`config.mk`:
```
export PLATFORM = sky130hd
export DESIGN_NAME = timer_fault_guard_wide_access
export DESIGN_NICKNAME = d
export VERILOG_FILES = /design/src/fault_guard_pkg.sv /design/src/fault_input_cond.sv /design/src/timer_fault_guard_wide_access.sv
export SDC_FILE = /design/constraint.sdc
export NUM_CORES = 1
export LEC_CHECK = 0
export ABC_CLOCK_PERIOD_IN_PS = 4800
export BUFFER_PORTS_ARGS = -buffer_cell sky130_fd_sc_hd__buf_4
export CAP_MARGIN = 20
export CORE_MARGIN = 1
export CORE_UTILIZATION = 35
export CTS_CLUSTER_DIAMETER = 80
export CTS_CLUSTER_SIZE = 12
export DETAILED_ROUTE_END_ITERATION = 8
export PLACE_DENSITY = 0.65
export SLEW_MARGIN = 20
export SYNTH_ARGS = -nofsm -noshare
export SYNTH_HDL_FRONTEND = slang
export SYNTH_HIERARCHICAL = 1
export SYNTH_SLANG_ARGS = --single-unit
export TNS_END_PERCENT = 1
```
`constraint.sdc`:
```
create_clock -name ref_clk -period 4.8 [get_ports ref_clk]
set_clock_uncertainty 0.2 [all_clocks]
set_input_delay 0.96 -clock ref_clk [delete_from_list [all_inputs] [get_ports ref_clk]]
set_output_delay 0.96 -clock ref_clk [all_outputs]
set_load 0.01 [all_outputs]
```
`src/fault_guard_pkg.sv`:
```
// Constants shared by the fault guard and wide access block and its input conditioner.
// Assumes an AXI4-Lite master on the register side; all offsets are byte addresses.
package fault_guard_pkg;
  localparam int WIDE_W      = 10;
  localparam int HIGH_W      = 2;
  localparam int NUM_WIDE    = 5;
  localparam int NUM_CH      = 4;
  localparam int SYNC_STAGES = 3;
  localparam int FILT_DEPTH  = 4;
  localparam int ADDR_W      = 8;

  localparam logic [7:0] OFS_CONTROL_D   = 8'h00;
  localparam logic [7:0] OFS_FAULT_CTRL  = 8'h04;
  localparam logic [7:0] OFS_COMPARE_OUT = 8'h08;
  localparam logic [7:0] OFS_SHARED_HIGH = 8'h0c;
  localparam logic [7:0] OFS_TIMER_COUNT = 8'h10;
  localparam logic [7:0] OFS_COMPARE_A   = 8'h14;
  localparam logic [7:0] OFS_COMPARE_B   = 8'h18;
  localparam logic [7:0] OFS_COMPARE_C   = 8'h1c;
  localparam logic [7:0] OFS_COMPARE_D   = 8'h20;
  localparam logic [7:0] OFS_PORT_B      = 8'h24;

  localparam int CTLD_FILTER_EN_BIT  = 0;
  localparam int CTLD_SRC_CMP_BIT    = 1;
  localparam int FCTRL_GUARD_EN_BIT  = 0;
  localparam int FCTRL_IRQ_EN_BIT    = 1;
  localparam int FCTRL_FLAG_BIT      = 2;

  localparam logic [2:0] SLOT_COUNT = 3'h0;
  localparam logic [2:0] SLOT_CMP_A = 3'h1;
  localparam logic [2:0] SLOT_CMP_B = 3'h2;
  localparam logic [2:0] SLOT_CMP_C = 3'h3;
  localparam logic [2:0] SLOT_CMP_D = 3'h4;
  localparam logic [2:0] SLOT_NONE  = 3'h7;

  localparam logic [7:0] RST_COMPARE_OUT = 8'h00;
  localparam logic [7:0] RST_PORT_B      = 8'h00;
  localparam logic [1:0] RST_SHARED_HIGH = 2'h0;
  localparam logic [9:0] RST_WIDE        = 10'h000;

  localparam logic [1:0] RESP_OKAY   = 2'h0;
  localparam logic [1:0] RESP_SLVERR = 2'h2;
endpackage

```
`src/fault_input_cond.sv`:
```
// Synchroniser, optional four-deep noise filter for one fault trigger input.
// Assumes raw_in is asynchronous to ref_clk; filter_en comes from ref_clk logic.
`timescale 1ns/100ps
`default_nettype none
module fault_input_cond (
  input  wire logic ref_clk,
  input  wire logic rst,
  input  wire logic raw_in,
  input  wire logic filter_en,
  output logic      level_out
);
  typedef struct packed {
    logic [fault_guard_pkg::SYNC_STAGES-1:0] sync;
    logic                                    stable;
    logic [fault_guard_pkg::FILT_DEPTH-1:0]  pipe;
    logic                                    filt;
    logic                                    level;
  } cond_t;

  cond_t s_ff;
  cond_t nxt_s;

  always_comb begin
    nxt_s = s_ff;
    nxt_s.sync = {s_ff.sync[1:0], raw_in};
    // Only the second and third stages are compared; the first is left to settle.
    if (s_ff.sync[1] == s_ff.sync[2]) begin
      nxt_s.stable = s_ff.sync[2];
    end
    nxt_s.pipe = {s_ff.pipe[fault_guard_pkg::FILT_DEPTH-2:0], s_ff.stable};
    if ((&s_ff.pipe) || (~|s_ff.pipe)) begin
      nxt_s.filt = s_ff.pipe[fault_guard_pkg::FILT_DEPTH-1];
    end
    nxt_s.level = filter_en ? s_ff.filt : s_ff.stable;
  end

  always_ff @(posedge ref_clk or posedge rst) begin
    if (rst) begin
      s_ff <= '0;
    end else begin
      s_ff <= nxt_s;
    end
  end

  assign level_out = s_ff.level;
endmodule
`default_nettype wire

```
`src/timer_fault_guard_wide_access.sv`:
```
// Fault guard for the PWM pins and byte-wide access to the 10-bit timer registers.
// Assumes an AXI4-Lite master on ref_clk, a waveform generator supplying waveform_in,
// and a timer tick pulse from a prescaler on the same clock.
`timescale 1ns/100ps
`default_nettype none
module timer_fault_guard_wide_access (
  input  wire logic        ref_clk,
  input  wire logic        rst,
  input  wire logic        timer_tick,
  input  wire logic        ext_fault_pin,
  input  wire logic        comparator_out,
  input  wire logic [7:0]  waveform_in,
  input  wire logic [7:0]  s_axi_awaddr,
  input  wire logic        s_axi_awvalid,
  output logic             s_axi_awready,
  input  wire logic [31:0] s_axi_wdata,
  input  wire logic [3:0]  s_axi_wstrb,
  input  wire logic        s_axi_wvalid,
  output logic             s_axi_wready,
  output logic [1:0]       s_axi_bresp,
  output logic             s_axi_bvalid,
  input  wire logic        s_axi_bready,
  input  wire logic [7:0]  s_axi_araddr,
  input  wire logic        s_axi_arvalid,
  output logic             s_axi_arready,
  output logic [31:0]      s_axi_rdata,
  output logic [1:0]       s_axi_rresp,
  output logic             s_axi_rvalid,
  input  wire logic        s_axi_rready,
  output logic [7:0]       pwm_pin_out,
  output logic             fault_irq
);
  typedef struct packed {
    logic                                     aw_got;
    logic [fault_guard_pkg::ADDR_W-1:0]       waddr;
    logic                                     w_got;
    logic [7:0]                               wbyte;
    logic                                     wlane;
    logic                                     awready;
    logic                                     wready;
    logic                                     bvalid;
    logic [1:0]                               bresp;
    logic                                     arready;
    logic                                     rvalid;
    logic [31:0]                              rdata;
    logic [1:0]                               rresp;
    logic                                     filter_en;
    logic                                     src_cmp;
    logic                                     guard_en;
    logic                                     irq_en;
    logic                                     flag;
    logic [7:0]                               com_mode;
    logic [fault_guard_pkg::HIGH_W-1:0]       high;
    logic [fault_guard_pkg::NUM_WIDE-1:0][fault_guard_pkg::WIDE_W-1:0] wide;
    logic [7:0]                               port_b;
    logic                                     sel_prev;
    logic [7:0]                               pins;
    logic                                     irq;
  } state_t;

  state_t s_ff;
  state_t nxt_s;
  logic [1:0] src_level;

  // Maps a byte address to the slot of a 10-bit register, or to no slot.
  function automatic logic [2:0] wide_slot(input logic [7:0] a);
    case (a)
      fault_guard_pkg::OFS_TIMER_COUNT: wide_slot = fault_guard_pkg::SLOT_COUNT;
      fault_guard_pkg::OFS_COMPARE_A:   wide_slot = fault_guard_pkg::SLOT_CMP_A;
      fault_guard_pkg::OFS_COMPARE_B:   wide_slot = fault_guard_pkg::SLOT_CMP_B;
      fault_guard_pkg::OFS_COMPARE_C:   wide_slot = fault_guard_pkg::SLOT_CMP_C;
      fault_guard_pkg::OFS_COMPARE_D:   wide_slot = fault_guard_pkg::SLOT_CMP_D;
      default:                          wide_slot = fault_guard_pkg::SLOT_NONE;
    endcase
  endfunction

  // Register kinds behind the byte addresses; both bus paths decode through one function.
  // Decoding once keeps the read map and the write map from drifting apart.
  typedef enum {
    kind_ctrl_d,
    kind_fault_ctrl,
    kind_compare_out,
    kind_shared_high,
    kind_port_b,
    kind_wide,
    kind_none
  } reg_kind_t;

  // Addresses that name no register answer with an error and change nothing.
  function automatic reg_kind_t reg_kind(input logic [7:0] a);
    case (a)
      fault_guard_pkg::OFS_CONTROL_D:   reg_kind = kind_ctrl_d;
      fault_guard_pkg::OFS_FAULT_CTRL:  reg_kind = kind_fault_ctrl;
      fault_guard_pkg::OFS_COMPARE_OUT: reg_kind = kind_compare_out;
      fault_guard_pkg::OFS_SHARED_HIGH: reg_kind = kind_shared_high;
      fault_guard_pkg::OFS_PORT_B:      reg_kind = kind_port_b;
      default: begin
        if (wide_slot(a) != fault_guard_pkg::SLOT_NONE) begin
          reg_kind = kind_wide;
        end else begin
          reg_kind = kind_none;
        end
      end
    endcase
  endfunction

  // The pin input is ext_fault_pin alone, so a value software drives through the port is not seen.
  genvar gi;
  generate
    for (gi = 0; gi < 2; gi++) begin : g_src
      fault_input_cond u_cond (
        .ref_clk   (ref_clk),
        .rst       (rst),
        .raw_in    ((gi == 0) ? ext_fault_pin : comparator_out),
        .filter_en (s_ff.filter_en),
        .level_out (src_level[gi])
      );
    end
  endgenerate

  always_comb begin
    logic [2:0] rslot;
    logic [2:0] wslot;
    logic [7:0] rd;
    logic       rhit;
    logic       whit;
    logic       sel_level;
    logic       trig_edge;
    logic       aw_take;
    logic       w_take;
    logic       ar_take;
    logic       wr_go;
    rslot     = wide_slot(s_axi_araddr);
    wslot     = wide_slot(s_ff.waddr);
    rd        = 8'h00;
    rhit      = 1'b1;
    whit      = 1'b1;
    sel_level = 1'b0;
    trig_edge = 1'b0;
    // Ready flags are registered, so each transfer is taken on the edge where valid meets them.
    aw_take   = s_axi_awvalid && s_ff.awready;
    w_take    = s_axi_wvalid && s_ff.wready;
    ar_take   = s_axi_arvalid && s_ff.arready;
    wr_go     = s_ff.aw_got && s_ff.w_got && !s_ff.bvalid;
    nxt_s     = s_ff;

    // The count advances only on enabled edges of the one system clock.
    // A low byte write to the count is applied further down, so it wins over a same-cycle tick.
    if (timer_tick) begin
      nxt_s.wide[fault_guard_pkg::SLOT_COUNT] = s_ff.wide[fault_guard_pkg::SLOT_COUNT] + 10'h001;
    end

    if (aw_take) begin
      nxt_s.aw_got = 1'b1;
      nxt_s.waddr  = s_axi_awaddr;
    end
    if (w_take) begin
      nxt_s.w_got = 1'b1;
      nxt_s.wbyte = s_axi_wdata[7:0];
      nxt_s.wlane = s_axi_wstrb[0];
    end
    if (s_ff.bvalid && s_axi_bready) begin
      nxt_s.bvalid = 1'b0;
    end

    // Read channel; a low byte read also latches the upper bits.
    if (s_ff.rvalid && s_axi_rready) begin
      nxt_s.rvalid  = 1'b0;
      nxt_s.arready = 1'b1;
    end
    if (ar_take) begin
      case (reg_kind(s_axi_araddr))
        kind_ctrl_d: begin
          rd[fault_guard_pkg::CTLD_FILTER_EN_BIT] = s_ff.filter_en;
          rd[fault_guard_pkg::CTLD_SRC_CMP_BIT]   = s_ff.src_cmp;
        end
        kind_fault_ctrl: begin
          rd[fault_guard_pkg::FCTRL_GUARD_EN_BIT] = s_ff.guard_en;
          rd[fault_guard_pkg::FCTRL_IRQ_EN_BIT]   = s_ff.irq_en;
          rd[fault_guard_pkg::FCTRL_FLAG_BIT]     = s_ff.flag;
        end
        kind_compare_out: rd = s_ff.com_mode;
        kind_shared_high: rd = {6'h00, s_ff.high};
        kind_port_b:      rd = s_ff.port_b;
        kind_wide: begin
          rd         = s_ff.wide[rslot][7:0];
          nxt_s.high = s_ff.wide[rslot][9:8];
        end
        default: begin
          rhit = 1'b0;
        end
      endcase
      nxt_s.rdata   = {24'h000000, rd};
      nxt_s.rresp   = rhit ? fault_guard_pkg::RESP_OKAY : fault_guard_pkg::RESP_SLVERR;
      nxt_s.rvalid  = 1'b1;
      nxt_s.arready = 1'b0;
    end

    // A write completes once address and data are both held and no response waits.
    // It is applied after the read path, so a write of the shared bits beats a same-cycle copy.
    if (wr_go) begin
      case (reg_kind(s_ff.waddr))
        kind_ctrl_d: begin
          if (s_ff.wlane) begin
            nxt_s.filter_en = s_ff.wbyte[fault_guard_pkg::CTLD_FILTER_EN_BIT];
            nxt_s.src_cmp   = s_ff.wbyte[fault_guard_pkg::CTLD_SRC_CMP_BIT];
          end
        end
        kind_fault_ctrl: begin
          if (s_ff.wlane) begin
            nxt_s.guard_en = s_ff.wbyte[fault_guard_pkg::FCTRL_GUARD_EN_BIT];
            nxt_s.irq_en   = s_ff.wbyte[fault_guard_pkg::FCTRL_IRQ_EN_BIT];
            if (s_ff.wbyte[fault_guard_pkg::FCTRL_FLAG_BIT]) begin
              nxt_s.flag = 1'b0;
            end
          end
        end
        kind_compare_out: begin
          if (s_ff.wlane) begin
            nxt_s.com_mode = s_ff.wbyte;
          end
        end
        kind_shared_high: begin
          if (s_ff.wlane) begin
            nxt_s.high = s_ff.wbyte[1:0];
          end
        end
        kind_port_b: begin
          if (s_ff.wlane) begin
            nxt_s.port_b = s_ff.wbyte;
          end
        end
        kind_wide: begin
          if (s_ff.wlane) begin
            nxt_s.wide[wslot] = {s_ff.high, s_ff.wbyte};
          end
        end
        default: begin
          whit = 1'b0;
        end
      endcase
      nxt_s.bresp  = whit ? fault_guard_pkg::RESP_OKAY : fault_guard_pkg::RESP_SLVERR;
      nxt_s.bvalid = 1'b1;
      nxt_s.aw_got = 1'b0;
      nxt_s.w_got  = 1'b0;
    end
    nxt_s.awready = ~nxt_s.aw_got;
    nxt_s.wready  = ~nxt_s.w_got;

    // Switching the source can itself show up as an edge, which is why software clears the flag.
    sel_level      = s_ff.src_cmp ? src_level[1] : src_level[0];
    nxt_s.sel_prev = sel_level;
    trig_edge      = sel_level ^ s_ff.sel_prev;

    // Hardware events are applied after software writes so the flag set and guard clears win over a same-cycle write.
    if (trig_edge) begin
      nxt_s.flag = 1'b1;
      if (s_ff.guard_en) begin
        nxt_s.com_mode = 8'h00;
        nxt_s.guard_en = 1'b0;
      end
    end
    nxt_s.irq = s_ff.flag & s_ff.irq_en;

    // Any nonzero mode connects the waveform pair; a cleared mode hands pins to the port.
    for (int ch = 0; ch < fault_guard_pkg::NUM_CH; ch++) begin
      if (|nxt_s.com_mode[2*ch +: 2]) begin
        nxt_s.pins[2*ch +: 2] = waveform_in[2*ch +: 2];
      end else begin
        nxt_s.pins[2*ch +: 2] = nxt_s.port_b[2*ch +: 2];
      end
    end
  end

  always_ff @(posedge ref_clk or posedge rst) begin
    if (rst) begin
      s_ff          <= '0;
      s_ff.awready  <= 1'b1;
      s_ff.wready   <= 1'b1;
      s_ff.arready  <= 1'b1;
      s_ff.com_mode <= fault_guard_pkg::RST_COMPARE_OUT;
      s_ff.port_b   <= fault_guard_pkg::RST_PORT_B;
      s_ff.high     <= fault_guard_pkg::RST_SHARED_HIGH;
      s_ff.wide     <= {fault_guard_pkg::NUM_WIDE{fault_guard_pkg::RST_WIDE}};
    end else begin
      s_ff <= nxt_s;
    end
  end

  assign s_axi_awready = s_ff.awready;
  assign s_axi_wready  = s_ff.wready;
  assign s_axi_bresp   = s_ff.bresp;
  assign s_axi_bvalid  = s_ff.bvalid;
  assign s_axi_arready = s_ff.arready;
  assign s_axi_rdata   = s_ff.rdata;
  assign s_axi_rresp   = s_ff.rresp;
  assign s_axi_rvalid  = s_ff.rvalid;
  assign pwm_pin_out   = s_ff.pins;
  assign fault_irq     = s_ff.irq;
endmodule
`default_nettype wire
```
---- Word level (Yosys, flattened, before mapping) ----
Index checks and enable logic that the tools add are counted.
W data, S select, Z words.
operators by class
  add/subtract/negate cells ............... 1
  magnitude comparators ................... 3
  equal/unequal tests ..................... 32
  muxes and demuxes ....................... 60
  bitwise operators ....................... 4
  reduce and logical (&&, ||, !) cells .... 39
operator list
  operator               count
  $eq A32 B2 Y1 const B  4
  $eq A32 B3 Y1 const B  4
  $mux W50               2
  $mux W71               1
  $eq A32 B1 Y1 const B  2
  $eq A8 B5 Y1 const B   8
  $logic_not A32 Y1      2
  $mux W32               2
  $pmux W3 S5            4
  $bwmux W50             1
  $mux W10               4
  $mux W8                5
  $mux W36               1
  $eq A8 B4 Y1 const B   4
  $eq A8 B6 Y1 const B   4
  $bmux W10 S3           1
  $demux W10 S3          1
  $mux W2                13
  $mux W3                7
  $mux W9                2
  $eq A8 B3 Y1 const B   2
  $logic_not A8 Y1       2
  $pmux W5 S3            1
  $mux W1                13
  other kinds (20)       49
storage, ports and cells
  flip-flop bits (word level) ............. 139
  bits of input ports ..................... 70

---- Depth between registers and ports, before layout ----
  word-level depth ........................ 18
  mapped depth ............................ 7

---- Cells and area by module ----
Netlist, hierarchy kept.
by module, submodules not included
  module                         instances  cells each  area each (µm²)
  timer_fault_guard_wide_access  1          482         5804.3
  fault_input_cond               2          16          301.5

---- Worst setup path before layout ----
OpenSTA, ideal clock, no wires.
  kind .................................... in2reg
  from .................................... input port s_axi_araddr[5]
  to ...................................... register s_ff[69] (netlist bit)
  library setup time ...................... 131 ps
  data arrival time ....................... 2330 ps
  setup slack ............................. 2139 ps
  stages .................................. 5
  buffers on the path ..................... 1
  cell sequence ........................... clkbuf_1 > or4b_2 > o32a_1 > o22ai_1 > o21ai_0
RTL lines
  element               line                                  RTL
  start, declared       timer_fault_guard_wide_access.sv:23   input wire logic [7:0] s_axi_araddr,
  end signal, assigned  timer_fault_guard_wide_access.sv:286  s_ff <= nxt_s;
  end, declared         timer_fault_guard_wide_access.sv:61   state_t s_ff;

==> flow_summary.yaml <==
status:
  status: "complete, no violations"
synth:
  synth_largest_area_cell: "dfrtp_1"
  synth_top_cell_area_share_pct: 52.3
  yosysSeqAreaShare_pct: 53.6
  synth_area_leaders: "dfrtp_1 52%, mux2_2 12%, buf_4 5.2%"
  synth_area_sq_um: 6410
  ys_seq_elements: 137
  synth_cell_types: 61
  avgSynthCellArea_sq_um: 12.5
  synth_warnings: 6
  synth-edff-count: 0
  ys_async_sr_fraction_pct: 100
  syn_inst: 514
  synth_ff_type: "dfrtp_1"
sta:
  fin_crit_sh_pct: 61.9
  hold_violations: 0
  max_freq_mhz: 336
  maxSlewViolCount: 0
  finalSetupViolCount: 0
  relSlewSlack_pct: 27.0
  setup_ws_ps: 1830
  worstMarginPinSlew_ps: 1090
  grt_setup_unrepaired: "false"
  post-route-min-period_ps: 2970
  setup_tns_ps: 0
clock_network:
  clkSlewWorstSetupHoldPaths_ps: 50
  clock_tree.htree_level_count: 4
  cts.path.max_buffers: 2
  cts_setup_buffers: 0
  cts_tree: "done"
  clock-root-buffer: "clkbuf_16"
  cts_hold_buffers: 0
  numCtsBuffers: 17
  clock-sinks: 137
  cts_resized: 0
  clkLatencyLatePin_ps: 420
global_route:
  antenna_found_initial: 0
  globalRouteOverflowTotal: 0
  grt_pass1_vias: 4053
  grt_max_degree: 63
  grt_usage_pct: 15.6
  grt_pass1_wl_mm: 21.8
worst_setup_path:
  critPathLaunchType: "flip-flop"
  required_ps: 4900
  crit_path_cell_trace: "or4_4 -> nor2_4 -> nand3_1 -> nor3b_2 -> mux2_2"
  ff2ff_setup_slack_ps: 1830
  cp_max_fo: 10
  r2r-start: "s_ff[134]"
  end_kind: "flip-flop"
  rr_worst_depth: 5
  crit_slowest_cell: "nor3b_2"
  path_buf_inv: 0
  critical_path.top_delay_family: "simple AND/OR/NAND/NOR gates"
  slowest_delay_ps: 930
  cp_data_arrival_time_ps: 3070
  crit_type: "flip-flop to flip-flop"
final_layout:
  area_delta_synth_final_pct: 17.3
  diodes: 0
  fin_util_pct: 41.9
  layout.cells.most_common_list: "134 x dfrtp_1, 70 x mux2_2, 68 x buf_4, 39 x nor2_1, 32 x nand2_1"
  stdcell_count: 808
  drive_above_1_share_pct: 35.1
  finish.instance_area_sq_um: 7520
  final_common_cell: "dfrtp_1"
  layout.nets: 637
die:
  die_w_um: 137
  row_count: 49
  fp.dieH_um: 137
  coreArea_sq_um: 18000
  die-area_sq_um: 18900
  initial_utilization_pct: 35.7
  ios: 120
hold_path:
  hold_depth: 0
  hp-class: "flip-flop to flip-flop"
  holdCritStartpoint: "g_src[1].u_cond/nxt_s[8]"
  whs_endpoint: "g_src[1].u_cond/nxt_s[9]"
detailed_routing:
  vias: 4129
  first_pass_iters: 5
  first_iter_violations: 257
  ant_nets: 0
  drc: 0
  viasPerCell: 5.11
  wl_mm: 13.8
  wl_per_cell_um: 17.1
place:
  dpl-instance-area_sq_um: 6900
  dp_cells: 776
  port_buffers: 66
  place_ws_ps: 1580
  gp_congestion: 0.895
  hpwl_mm: 9.64
job:
  maxCapViolations: 0
pwr:
  irDropWorstVdd_v: 0.000274
  powerDensity_nw_per_um2: 502
  p_leak_nw: 3.52
==> area by class of cell <==
| type | count | area (sq um) |
|---|---|---|
| Fill cell | 1674 | 10400 |
| Clock buffer | 25 | 495 |
| Multi-Input combinational cell | 333 | 2640 |
| Tap cell | 229 | 287 |
| Timing Repair Buffer | 68 | 510 |
| Inverter | 9 | 36.3 |
| Clock inverter | 7 | 114 |
| Sequential cell | 137 | 3430 |
==> Yosys cell counts (all sizes together) (4+ instances only) <==
library cell and n:
a21oi 16, a2bb2oi 4, buf 52, clkbuf 8
dfrtp 134, inv 9, mux2 80, mux2i 20
mux4 7, nand2 32, nand2b 4, nand3 7
nand3b 4, nand4 6, nor2 42, o21ai 18
o311ai 4, xnor2 4, xor2 7
==> how the worst max path moves through the flow <==
| stage | start | endpoint | slack [ps] | cells past startpoint |
|---|---|---|---|---|
| after floorplan | rst | asynchronous set/reset pin | 540 | 1 |
| after global placement | s_axi_araddr[1] | s_axi_rdata[2] | 1610 | 6 |
| after detailed placement | s_axi_araddr[1] | s_axi_rdata[3] | 1580 | 6 |
| after CTS | s_ff[134] | flip-flop | 1830 | 5 |
| after global routing | s_ff[134] | flip-flop | 1720 | 5 |
| final | s_ff[134] | flip-flop | 1830 | 5 |
==> per-layer routing <==
| metal | wire [um] | up-vias | track usage [%] |
|---|---|---|---|
| li1 | - | 1880 | - |
| met1 | 6040 | 2114 | 20.3 |
| met2 | 6840 | 122 | 24.7 |
| met3 | 842 | 13 | 4.82 |
| met4 | 121 | 0 | 4.58 |
| met5 | 0 | - | 0 |
==> metrics by stage <==
| step | power (mW) | hold slack (ps) |
|---|---|---|
| 2_1_floorplan | 2.22 | 131 |
| 3_3_place_gp | 2.43 | 137 |
| 3_5_place_dp | 2.46 | 135 |
| 4_1_cts | 3.81 | 147 |
| 5_1_grt | 3.97 | 149 |
| 6_report | 3.77 | 145 |
==> worst reg2reg max path: stages, from the launching register on <==
cell,delay [ps]
dfrtp_1,390
or4_4,590
nor2_4,140
nand3_1,180
nor3b_2,930
mux2_2,430
==> power by group <==
group	switching, mW	leakage, nW	internal [mW]	total (mW)
combinational	0.302	1.47	0.388	0.690
sequential	0.324	1.76	1.43	1.75
clock	0.462	0.301	0.870	1.33
total	1.09	3.52	2.69	3.77
==> kinds of logic after synthesis <==
logic type                 after synthesis  synth area share (%)
DFF                                    137                  53.6
and+or+nand+nor                        117                  9.51
muxes                                  107                  20.2
AOI/OAI and AO/OA                       69                  7.81
buffers and inverters                   69                  6.82
xor gates and xnor gates                11                  1.50
adders and majority gates                3                 0.508
other                                    1                0.0585
(Power assumes the default switching activity.)
